[src/design/rxc_pkg.sv]
`default_nettype none

package rxc_pkg;

   // ----------------------------------------
   // Register map (byte addresses)
   // ----------------------------------------
   localparam logic [7:0] RXC_RXCTL_OFF = 8'h74;
   localparam logic [7:0] RXC_STATUS_OFF = 8'h80;
   localparam logic [7:0] RXC_RXQ_OFF = 8'h84;

   // Receive control field positions
   localparam int RXC_FLUSH_BIT = 15;
   localparam int RXC_UDP_CHK_BIT = 14;
   localparam int RXC_TCP_CHK_BIT = 13;
   localparam int RXC_IP_CHK_BIT = 12;
   localparam int RXC_UC_FILT_BIT = 11;
   localparam int RXC_PAUSE_BIT = 10;
   localparam int RXC_CRC_ACC_BIT = 9;
   localparam int RXC_MC_FILT_BIT = 8;
   localparam int RXC_RUN_BIT = 0;
   localparam logic [15:0] RXC_RXCTL_RST = 16'h0800;

   // Status field positions
   localparam int RXC_ST_CNT_LSB = 0;
   localparam int RXC_ST_RUN_BIT = 6;
   localparam int RXC_ST_HOLD_BIT = 7;
   localparam int RXC_ST_PTR_LSB = 8;
   // Queue read word: entry valid flag
   localparam int RXC_Q_VALID_BIT = 16;

   // ----------------------------------------
   // Queue geometry
   // ----------------------------------------
   localparam int RXC_Q_WIDTH = 16;
   localparam int RXC_FIFO_DEPTH = 32;
   localparam int RXC_CNT_W = $clog2(RXC_FIFO_DEPTH) + 1;

   // ----------------------------------------
   // Pause timing
   // ----------------------------------------
   localparam int RXC_CLK_PERIOD_NS = 10;
   localparam int RXC_BIT_TIME_NS = 10;
   localparam int RXC_QUANTUM_BITS = 512;
   // Least hold per quantum, so rounded up
   localparam int RXC_SLOT_CYCLES =
      (RXC_QUANTUM_BITS * RXC_BIT_TIME_NS + RXC_CLK_PERIOD_NS - 1) / RXC_CLK_PERIOD_NS;
   localparam int RXC_SLOT_W = $clog2(RXC_SLOT_CYCLES);

   // ----------------------------------------
   // Frame descriptor from the receive parser
   // ----------------------------------------
   typedef enum logic [1:0] {
      RXC_DST_UNI = 2'b00,
      RXC_DST_MULTI = 2'b01,
      RXC_DST_BCAST = 2'b10
   } rxc_dst_e;

   typedef struct packed {
      logic [10:0] frame_len;
      logic crc_err;
      logic is_ip;
      logic ip_bad;
      logic is_tcp;
      logic tcp_bad;
      logic is_udp;
      logic udp_bad;
      rxc_dst_e dst_kind;
      logic addr_match;
      logic is_pause;
      logic [15:0] pause_quanta;
   } rxc_desc_s;

endpackage

`default_nettype wire

[src/design/rxc_rx_control.sv]
`timescale 1ns/10ps
`default_nettype none

module rxc_rx_control (
   // Clock and reset
   input wire logic i_core_clk,
   input wire logic i_sys_rst,
   // Wishbone slave
   input wire logic i_wb_cyc,
   input wire logic i_wb_stb,
   input wire logic i_wb_we,
   input wire logic [7:0] i_wb_adr,
   input wire logic [3:0] i_wb_sel,
   input wire logic [31:0] i_wb_dat,
   output logic [31:0] o_wb_dat,
   output logic o_wb_ack,
   // Frame descriptors from the receive parser
   input wire logic i_rx_valid,
   input wire rxc_pkg::rxc_desc_s i_rx_desc,
   output logic o_rx_ready,
   // Duplex strap from the link pin
   input wire logic i_full_duplex,
   // State toward the transmit side
   output logic o_tx_hold,
   output logic o_rx_running
);
   import rxc_pkg::*;

   // ----------------------------------------
   // Types and helpers
   // ----------------------------------------
   typedef enum logic [2:0] {
      ST_IDLE = 3'b001,
      ST_RUN = 3'b010,
      ST_STOP = 3'b100
   } rxc_state_e;

   // Word-aligned register match
   function automatic logic addr_hit(input logic [7:0] adr, input logic [7:0] off);
      return adr[7:2] == off[7:2];
   endfunction

   // ----------------------------------------
   // Declarations
   // ----------------------------------------
   logic [15:0] rx_ctl;
   logic [15:0] next_rx_ctl;
   logic [2:0] duplex_sync;
   logic duplex;
   rxc_state_e state;
   rxc_state_e next_state;
   logic next_ready;
   logic [15:0] pause_quanta;
   logic [15:0] next_pause_quanta;
   logic [RXC_SLOT_W-1:0] pause_slot;
   logic [RXC_SLOT_W-1:0] next_pause_slot;
   logic [7:0] frame_ptr;
   logic [7:0] next_frame_ptr;
   logic [RXC_CNT_W-1:0] fifo_count;
   logic [RXC_CNT_W:0] level_after;
   logic fifo_in_ready;
   logic q_valid;
   logic [RXC_Q_WIDTH-1:0] q_data;
   logic [RXC_Q_WIDTH-1:0] q_entry;
   logic [31:0] status_word;
   logic [31:0] rd_word;
   logic wb_req;
   logic hit_ctl;
   logic hit_st;
   logic hit_q;
   logic wr_ctl;
   logic pop;
   logic flush_en;
   logic udp_en;
   logic tcp_en;
   logic ip_en;
   logic uc_en;
   logic pause_en;
   logic crc_accept;
   logic mc_en;
   logic run_en;
   logic take;
   logic is_uni;
   logic is_multi;
   logic drop_chk;
   logic drop_addr;
   logic drop_crc;
   logic keep;
   logic push;
   logic pause_live;
   logic pause_take;

   // ----------------------------------------
   // Control field decode
   // ----------------------------------------
   assign flush_en = rx_ctl[RXC_FLUSH_BIT];
   assign udp_en = rx_ctl[RXC_UDP_CHK_BIT];
   assign tcp_en = rx_ctl[RXC_TCP_CHK_BIT];
   assign ip_en = rx_ctl[RXC_IP_CHK_BIT];
   assign uc_en = rx_ctl[RXC_UC_FILT_BIT];
   assign pause_en = rx_ctl[RXC_PAUSE_BIT];
   assign crc_accept = rx_ctl[RXC_CRC_ACC_BIT];
   assign mc_en = rx_ctl[RXC_MC_FILT_BIT];
   assign run_en = rx_ctl[RXC_RUN_BIT];

   // ----------------------------------------
   // Wishbone decode
   // ----------------------------------------
   // Ack is registered, so a request is seen once before ack rises
   assign wb_req = i_wb_cyc & i_wb_stb & ~o_wb_ack;
   assign hit_ctl = addr_hit(i_wb_adr, RXC_RXCTL_OFF);
   assign hit_st = addr_hit(i_wb_adr, RXC_STATUS_OFF);
   assign hit_q = addr_hit(i_wb_adr, RXC_RXQ_OFF);
   // A write lands on the edge where the master samples ack high
   assign wr_ctl = i_wb_cyc & i_wb_stb & o_wb_ack & i_wb_we & hit_ctl;
   // Reading the queue word pops it; an empty queue reads zero
   assign pop = wb_req & ~i_wb_we & hit_q & q_valid;

   // Byte lanes 0 and 1 carry the control word
   assign next_rx_ctl = {i_wb_sel[1] ? i_wb_dat[15:8] : rx_ctl[15:8],
                         i_wb_sel[0] ? i_wb_dat[7:0] : rx_ctl[7:0]};

   // Read data; unmapped words read zero and ignore writes
   assign q_entry = q_valid ? q_data : '0;
   assign status_word = (32'(frame_ptr) << RXC_ST_PTR_LSB)
                      | (32'(o_tx_hold) << RXC_ST_HOLD_BIT)
                      | (32'(o_rx_running) << RXC_ST_RUN_BIT)
                      | (32'(fifo_count) << RXC_ST_CNT_LSB);
   assign rd_word = hit_ctl ? {16'h0000, rx_ctl} :
                    hit_st ? status_word :
                    hit_q ? ((32'(q_valid) << RXC_Q_VALID_BIT) | 32'(q_entry)) :
                    32'h0000_0000;

   // Bus answer and control register
   always_ff @(posedge i_core_clk) begin
      if (i_sys_rst) begin
         o_wb_ack <= 1'b0;
         o_wb_dat <= 32'h0000_0000;
         rx_ctl <= RXC_RXCTL_RST;
      end else begin
         o_wb_ack <= wb_req;
         if (wb_req) begin
            o_wb_dat <= rd_word;
         end
         if (wr_ctl) begin
            rx_ctl <= next_rx_ctl;
         end
      end
   end

   // ----------------------------------------
   // Duplex pin synchroniser
   // ----------------------------------------
   // Level changes only once the last two stages agree
   always_ff @(posedge i_core_clk) begin
      if (i_sys_rst) begin
         duplex_sync <= 3'h0;
         duplex <= 1'b0;
      end else begin
         duplex_sync <= {duplex_sync[1:0], i_full_duplex};
         if (duplex_sync[1] == duplex_sync[2]) begin
            duplex <= duplex_sync[2];
         end
      end
   end

   // ----------------------------------------
   // Frame verdict
   // ----------------------------------------
   assign take = i_rx_valid & o_rx_ready;
   assign is_uni = i_rx_desc.dst_kind == RXC_DST_UNI;
   assign is_multi = i_rx_desc.dst_kind == RXC_DST_MULTI;
   assign drop_chk = (udp_en & i_rx_desc.is_udp & i_rx_desc.udp_bad)
                   | (tcp_en & i_rx_desc.is_tcp & i_rx_desc.tcp_bad)
                   | (ip_en & i_rx_desc.is_ip & i_rx_desc.ip_bad);
   assign drop_addr = (is_uni & ~(uc_en & i_rx_desc.addr_match))
                    | (is_multi & ~(mc_en & i_rx_desc.addr_match));
   assign drop_crc = i_rx_desc.crc_err & ~crc_accept;
   // Pause frames are consumed here and never queued
   assign keep = ~i_rx_desc.is_pause & ~drop_chk & ~drop_addr & ~drop_crc;
   assign push = take & keep & ~flush_en & fifo_in_ready;

   // ----------------------------------------
   // Receive queue
   // ----------------------------------------
   rxc_fifo #(
      .WIDTH(RXC_Q_WIDTH),
      .DEPTH(RXC_FIFO_DEPTH)
   ) u_queue (
      .i_core_clk(i_core_clk),
      .i_sys_rst(i_sys_rst),
      .i_clear(flush_en),
      .i_in_valid(push),
      .o_in_ready(fifo_in_ready),
      .i_in_data({i_rx_desc.crc_err, i_rx_desc.is_ip, i_rx_desc.is_tcp,
                  i_rx_desc.is_udp, 1'b0, i_rx_desc.frame_len}),
      .o_out_valid(q_valid),
      .i_out_ready(pop),
      .o_out_data(q_data),
      .o_count(fifo_count)
   );

   // Frame pointer counts queued frames since the last flush
   assign next_frame_ptr = flush_en ? 8'h00 : frame_ptr + 8'(push);

   // ----------------------------------------
   // Run state and back-pressure
   // ----------------------------------------
   // A beat already offered when run drops is still finished
   always_comb begin
      next_state = state;
      case (state)
         ST_IDLE: begin
            if (run_en) begin
               next_state = ST_RUN;
            end
         end
         ST_RUN: begin
            if (!run_en) begin
               next_state = (i_rx_valid && !o_rx_ready) ? ST_STOP : ST_IDLE;
            end
         end
         ST_STOP: begin
            if (take) begin
               next_state = ST_IDLE;
            end
         end
         default: begin
            next_state = ST_IDLE;
         end
      endcase
   end

   // Ready is a flop, so it must leave room for the beat taken now
   assign level_after = {1'b0, fifo_count} + (RXC_CNT_W + 1)'(push);
   assign next_ready = (next_state != ST_IDLE) & ~flush_en
                     & (level_after < (RXC_CNT_W + 1)'(RXC_FIFO_DEPTH));

   always_ff @(posedge i_core_clk) begin
      if (i_sys_rst) begin
         state <= ST_IDLE;
         o_rx_ready <= 1'b0;
         o_rx_running <= 1'b0;
         frame_ptr <= 8'h00;
      end else begin
         state <= next_state;
         o_rx_ready <= next_ready;
         o_rx_running <= next_state != ST_IDLE;
         frame_ptr <= next_frame_ptr;
      end
   end

   // ----------------------------------------
   // Pause timer
   // ----------------------------------------
   // Half duplex or honour off kills the timer outright
   assign pause_live = pause_en & duplex;
   assign pause_take = take & i_rx_desc.is_pause & pause_live;
   assign next_pause_quanta =
      !pause_live ? 16'h0000 :
      pause_take ? i_rx_desc.pause_quanta :
      (pause_quanta != 16'h0000 && pause_slot == '0) ? pause_quanta - 16'h0001 :
      pause_quanta;
   assign next_pause_slot =
      !pause_live ? '0 :
      pause_take ? RXC_SLOT_W'(RXC_SLOT_CYCLES - 1) :
      (pause_quanta == 16'h0000) ? pause_slot :
      (pause_slot == '0) ? RXC_SLOT_W'(RXC_SLOT_CYCLES - 1) :
      pause_slot - 1'b1;

   always_ff @(posedge i_core_clk) begin
      if (i_sys_rst) begin
         pause_quanta <= 16'h0000;
         pause_slot <= '0;
         o_tx_hold <= 1'b0;
      end else begin
         pause_quanta <= next_pause_quanta;
         pause_slot <= next_pause_slot;
         o_tx_hold <= next_pause_quanta != 16'h0000;
      end
   end
endmodule // rxc_rx_control

`default_nettype wire

[src/design/rxc_fifo.sv]
`timescale 1ns/10ps
`default_nettype none

module rxc_fifo #(
   parameter int WIDTH = 16,
   parameter int DEPTH = 32,
   localparam int AW = $clog2(DEPTH)
) (
   // Clock and reset
   input wire logic i_core_clk,
   input wire logic i_sys_rst,
   input wire logic i_clear,
   // Fill side
   input wire logic i_in_valid,
   output logic o_in_ready,
   input wire logic [WIDTH-1:0] i_in_data,
   // Drain side
   output logic o_out_valid,
   input wire logic i_out_ready,
   output logic [WIDTH-1:0] o_out_data,
   // Fill level
   output logic [AW:0] o_count
);

   logic [WIDTH-1:0] mem [DEPTH];
   logic [AW-1:0] wr_ptr;
   logic [AW-1:0] rd_ptr;
   logic [AW:0] count;
   logic wr_en;
   logic rd_en;

   // Handshakes; full and empty come straight from the level
   assign o_in_ready = count < (AW + 1)'(DEPTH);
   assign o_out_valid = count != '0;
   assign wr_en = i_in_valid & o_in_ready;
   assign rd_en = o_out_valid & i_out_ready;
   assign o_out_data = mem[rd_ptr];
   assign o_count = count;

   // One flop word per entry, written by index
   for (genvar g = 0; g < DEPTH; g++) begin : g_word
      always_ff @(posedge i_core_clk) begin
         if (wr_en && wr_ptr == AW'(g)) begin
            mem[g] <= i_in_data;
         end
      end
   end

   // Pointers wrap on their own since depth is a power of two
   always_ff @(posedge i_core_clk) begin
      if (i_sys_rst || i_clear) begin
         wr_ptr <= '0;
         rd_ptr <= '0;
         count <= '0;
      end else begin
         wr_ptr <= wr_ptr + AW'(wr_en);
         rd_ptr <= rd_ptr + AW'(rd_en);
         count <= count + (AW + 1)'(wr_en) - (AW + 1)'(rd_en);
      end
   end

endmodule // rxc_fifo

`default_nettype wire

[config.mk]
export PLATFORM = sky130hd
export DESIGN_NAME = rxc_rx_control
export DESIGN_NICKNAME = d
export VERILOG_FILES = /design/src/design/rxc_pkg.sv /design/src/design/rxc_rx_control.sv /design/src/design/rxc_fifo.sv
export SDC_FILE = /design/constraint.sdc
export NUM_CORES = 1
export LEC_CHECK = 0
export BUFFER_PORTS_ARGS = -buffer_cell sky130_fd_sc_hd__buf_2
export CORE_MARGIN = 8
export CORE_UTILIZATION = 65
export CTS_BUF_LIST = sky130_fd_sc_hd__clkbuf_8
export DETAILED_ROUTE_END_ITERATION = 16
export PLACE_DENSITY = 0.91
export SLEW_MARGIN = 25
export SYNTH_ARGS = -nofsm -noshare
export SYNTH_HDL_FRONTEND = slang
export SYNTH_SLANG_ARGS = --single-unit
[constraint.sdc]
create_clock -name i_core_clk -period 6.4 [get_ports i_core_clk]
set_clock_uncertainty 0.05 [all_clocks]
set_input_delay 1.92 -clock i_core_clk [delete_from_list [all_inputs] [get_ports i_core_clk]]
set_output_delay 1.92 -clock i_core_clk [all_outputs]
set_load 0.005 [all_outputs]
## Word level (Yosys, flattened, before mapping)

Memories as Yosys holds them, arrays and structs flattened. A register that Yosys moved wholly into a read port is not among the register bits.
Index checks and enable logic that the tools add are counted.

| storage, ports and cells | value |
|---|---|
| memory bits (writable) | 480 |
| word-level logic and storage cells | 370 |
| memories | 1 |
| register bits | 108 |
| bits of input ports | 89 |

Memories:

| memory | depth | width | rd ports | clocked after Yosys merged registers in | wr ports | RTL line | text |
|---|---|---|---|---|---|---|---|
| u_queue.mem | 32 | 15 | 1 | 1 | 1 | rxc_fifo.sv:25 | `logic [WIDTH-1:0] mem [DEPTH];` |

| cells by class | value |
|---|---|
| bitwise operators | 51 |
| add/subtract/negate cells | 8 |
| multiplexer cells | 173 |
| reductions and logical operators | 78 |
| equality and inequality tests | 41 |
| order comparisons | 2 |

Operators with widths:

| kind | count |
|---|---|
| 15-bit 2-to-1 mux | 31 |
| 15-bit OR reduction | 31 |
| 5-bit 2-to-1 mux | 32 |
| 1-bit 2-to-1 mux | 95 |
| 5-bit equality test, second input constant | 16 |
| 16-bit 2-to-1 mux | 4 |
| 17-bit 2-to-1 mux | 3 |
| 5-bit by 4-bit equality test with 1-bit output, second input constant | 8 |
| 1-bit logical AND | 34 |
| 1-bit AND | 33 |
| 16-bit nonzero test | 2 |
| 9-bit 2-to-1 mux | 3 |
| 5-bit by 3-bit equality test with 1-bit output, second input constant | 4 |
| 17-bit by 16-bit OR with 17-bit output | 1 |
| 16-bit logical NOT | 1 |
| 16-bit by 6-bit OR with 16-bit output | 1 |
| 16-bit by 7-bit OR with 16-bit output | 1 |
| 16-bit by 8-bit OR with 16-bit output | 1 |
| 16-bit by 1-bit subtractor with 16-bit output, second input constant | 1 |
| 6-bit equality test, second input constant | 2 |
| 3-bit 2-to-1 mux | 4 |
| 1-bit inverter | 11 |
| 5-bit by 1-bit adder with 5-bit output | 2 |
| 5-bit by 2-bit equality test with 1-bit output, second input constant | 2 |
| other kinds (26) | 30 |

## Longest topological paths before layout

| depth | value |
|---|---|
| depth in word-level cells | 47 |
| depth in mapped cells | 14 |
| mapped depth without buffers | 13 |

## Modules after synthesis

A second synthesis with hierarchy kept.

| second synthesis, totals | value |
|---|---|
| cell total of the unflattened synthesis | 1408 |
| area total of the unflattened synthesis | 24184.4 µm² |

By module, submodules not included:

| module | cells an instance | times used | area each (µm²) | seq. area each (µm²) |
|---|---|---|---|---|
| rxc_fifo | 975 | 1 | 20354.5 | 15695.1 |
| rxc_rx_control | 433 | 1 | 3829.9 | 1541.5 |

## Worst setup path before layout

No wires, ideal clock.

| timing path | value |
|---|---|
| path type | input-to-reg |
| from | input i_wb_adr[3] |
| to | register u_queue.count[4] (netlist: u_queue.o_count[4]) |
| data required time | 6.228 ns |
| path buffers | 1 |
| arrival | 4.762 ns |
| stages | 14 |
| setup slack | 1.466 ns |
| cell sequence | nor4_1 -> nand2_1 -> a311oi_1 -> clkbuf_1 -> nor3b_1 -> ha_1 -> inv_1 -> ha_1 -> fa_1 -> a21oi_1 -> nor2_1 -> nor2_1 -> xor2_1 -> nor2_1 |

| between the ends | value |
|---|---|
| word-level cells in the longest chain between the ends | 5 |

RTL lines:

| item | RTL line | text |
|---|---|---|
| start: declaration | rxc_rx_control.sv:12 | `input wire logic [7:0] i_wb_adr,` |
| 6-bit equality test | rxc_rx_control.sv:40 | `return adr[7:2] == off[7:2];` |
| 1-bit AND (2 in series) | rxc_rx_control.sv:117 | `assign pop = wb_req & ~i_wb_we & hit_q & q_valid;` |
| 1-bit AND | rxc_fifo.sv:36 | `assign rd_en = o_out_valid & i_out_ready;` |
| 6-bit by 1-bit subtractor with 6-bit output | rxc_fifo.sv:58 | `count <= count + (AW + 1)'(wr_en) - (AW + 1)'(rd_en);` |
| end signal: assignment | rxc_fifo.sv:58 |  |
| end: declaration | rxc_fifo.sv:28 | `logic [AW:0] count;` |

No other way between the ends.
A chain may end at the register's enable or synchronous reset.

## Worst setup path after layout

| timing path | value |
|---|---|
| from | input i_wb_adr[3] |
| to | register u_queue.count[5] (netlist: u_queue.o_count[5]) |

Same word-level chain as after synthesis.

==> impl_metrics.env <==
export IMPL_fin_util=0.7299
export IMPL_max_freq_mhz=234.9
export IMPL_clock_path_buffers=3
export IMPL_finalSetupViolations=0
export IMPL_post_cts_buffers=0
export IMPL_drtIter0Drc=1711
export IMPL_crit_chain="buf_2 > nor4_1 > nand2_1 > a311oi_2 > buf_4 > nor3b_1 > ha_1 > inv_1 > ha_1 > a21o_1 > a21oi_1 > o21bai_1 > a21oi_1 > xnor2_1 > nor2_1"
export IMPL_yosys_top_cells_area="edfxtp_1 (63%), mux4_2 (15%), dfxtp_1 (8.1%)"
export IMPL_route_vias_total=13150
export IMPL_io_buffers=89
export IMPL_finalPower_mw=7.098
export IMPL_drive_gt1_frac=0.2852
export IMPL_cp_depth=15
export IMPL_setup_ws_ps=2142
export IMPL_layoutNonFillerInstCount=1973
export IMPL_die_y_um=204.0
export IMPL_p_leak_nw=8.416
export IMPL_drtAntennaViolNets=0
export IMPL_final_cell_mix="edfxtp_1 (480), mux4_2 (150), nor2_1 (99)"
export IMPL_root_buffer="clkbuf_8"
export IMPL_wl_um=55690
export IMPL_clk_insertion_delay_late_ps=660
export IMPL_crit_family="compound AO/OA/AOI/OAI gates"
export IMPL_critPathLaunchType="input port"
export IMPL_final_min_clock_period_ps=4258
export IMPL_placed_cells=1815
export IMPL_timing_rr_start="u_queue.rd_ptr[0]"
export IMPL_grt_antenna_before_repair=4
export IMPL_synth_top_flop_cell="edfxtp_1"
export IMPL_dr_pass1_iters=6
export IMPL_cts_hold_buf=0
export IMPL_cts_buffers=88
export IMPL_syn_area_sq_um=22960
export IMPL_track_usage=0.2669
export IMPL_holdPathStages=2
export IMPL_yosysSeqAreaShare=0.7087
export IMPL_synth_largest_area_cell="edfxtp_1"
export IMPL_ys_types=57
export IMPL_path_class="in -> reg"
export IMPL_clk_pin_slew_ps=60
export IMPL_worst_pin_slew_ps=1024
export IMPL_grt_pass1_wl_um=82030
export IMPL_layout_area_overhead_vs_synth_pct=11.96
export IMPL_core_area_sq_um=35220
export IMPL_post_place_ws_ps=1539
export IMPL_htreeDepth=3
export IMPL_grt_pass1_vias=13460
export IMPL_fin_setup_tns_ps=0
export IMPL_finalInstanceArea_sq_um=25710
export IMPL_place_area_sq_um=24000
export IMPL_fin_nets=1556
export IMPL_finalHoldViolCount=0
export IMPL_reg2reg_depth=7
export IMPL_synthCells=1293
export IMPL_crit_path_max_fanout=17
export IMPL_synth_edf_count=480
export IMPL_wl_per_cell_um=28.23
export IMPL_hold_class="reg -> reg"
export IMPL_max_vdd_ir_drop_uv=248.2
export IMPL_place_congestion=0.8716
export IMPL_grt_setup_unrepaired="false"
export IMPL_clock_sinks=573
export IMPL_path_buf_inv=3
export IMPL_fin_crit_sh=0.6652
export IMPL_fill_cells=1904
export IMPL_initial_core_util=0.6520
export IMPL_slew_viol_final=0
export IMPL_final_common_cell="edfxtp_1"
export IMPL_max_stage_delay_ps=340
export IMPL_rrSetupSlack_ps=2870
export IMPL_critPathArrivalTime_ps=4730
export IMPL_seq_area_sq_um=16280
export IMPL_viasPerCell=6.663
export IMPL_synth_top_area_share=0.6277
export IMPL_maxCapViolations=0
export IMPL_worstSetupStartpoint="i_wb_adr[3]"
export IMPL_cts_tree="done"
export IMPL_crit_path_end_kind="register"
export IMPL_maxSlewHeadroom=0.3150
export IMPL_avgSynthCellArea_sq_um=17.76
export IMPL_r2r_end="o_wb_dat[3]"
export IMPL_drc=0
export IMPL_die_area_sq_um=41600
export IMPL_yosys_warnings=0
export IMPL_async_flop_share=0
export IMPL_crit_path_end="u_queue.o_count[5]"
export IMPL_io_pins=125
export IMPL_placementRows=69
export IMPL_ys_ff_latch=573
export IMPL_slowest_stage="nor3b_1"
export IMPL_place_hpwl_um=33080
export IMPL_hold_worst_slack_ps=413.6
export IMPL_cp_required_ps=6870
export IMPL_p_per_area_nw_per_um2=276.1
export IMPL_outcome="finished clean"
export IMPL_grt_max_degree=57
export IMPL_multi_input_area_sq_um=6302
export IMPL_overflow=0
export IMPL_cts_repair_resized=0
export IMPL_die_w_um=204.0
-- kinds of logic after synthesis --
group                      share of synthesized area
adders and majority gates                    0.01231
AOI/OAI and AO/OA                            0.03035
DFF                                           0.7087
buffers and inverters                        0.01961
other                                      0.0001633
muxes                                         0.1558
and+or+nand+nor                              0.06347
xor gates and xnor gates                    0.009535
-- metal layers --
metal | GRT usage | share of wire
met2 | 0.4414 | 0.49
met5 | 0 | 0.00075
met4 | 0.1311 | 0.047
met1 | 0.3247 | 0.35
met3 | 0.07133 | 0.11
-- where the power goes --
group	internal (mW)	total (mW)	switching, mW
logic	0.0285	0.110	0.0810
clock network	1.54	2.94	1.40
registers	4.04	4.05	0.00389
total	5.61	7.10	1.49
-- Yosys cell counts (all sizes together) (6+ instances only) --
library cell,instances
clkbuf,39
nand2b,6
nor4,23
nor2b,7
a21oi,31
a221oi,17
inv,18
xnor2,13
buf,45
ha,21
and3,8
nor3,30
mux2,16
or4,10
edfxtp,480
o21ai,20
mux4,150
nor2,99
nand3,19
a31o,7
xor2,12
and2,15
dfxtp,93
nand2,59
-- registers in the layout, indices dropped and copies added (netlist names), 5 cells and up --
| signal | flops |
|---|---|
| u_queue.o_count | 6 |
| u_queue.wr_ptr | 5 |
| pause_slot | 9 |
| u_queue.rd_ptr | 5 |
| frame_ptr | 8 |
| pause_quanta | 16 |
| u_queue.mem | 480 |
| o_wb_dat | 17 |
| rx_ctl | 16 |
-- how the worst min path moves through the flow --
| stage | from | endpoint |
|---|---|---|
| final | rx_ctl[1] | rx_ctl[1] |
| after global routing | rx_ctl[3] | rx_ctl[3] |
| after CTS | rx_ctl[1] | rx_ctl[1] |
| after detailed placement | duplex_sync[2] | duplex |
| after global placement | duplex_sync[0] | duplex_sync[1] |
| after floorplan | duplex_sync[0] | duplex_sync[1] |
-- tightest hold or removal path, delay by kind of cell, from the launching register on --
family	cells	cell delay [ps]
AOI/OAI and AO/OA	1	50
DFF	1	310
and+or+nand+nor	1	50
-- cell type report --
class	instances	share of cell area
Sequential cell	573	0.6334
Multi-Input combinational cell	632	0.2451
Clock buffer	92	0.04925
Timing Repair Buffer	132	0.03085
Tap cell	461	0.02243
Clock inverter	64	0.01625
Inverter	18	0.002628
Antenna cell	1	0.00009733
Note: power is estimated with default switching activity, not from simulation.
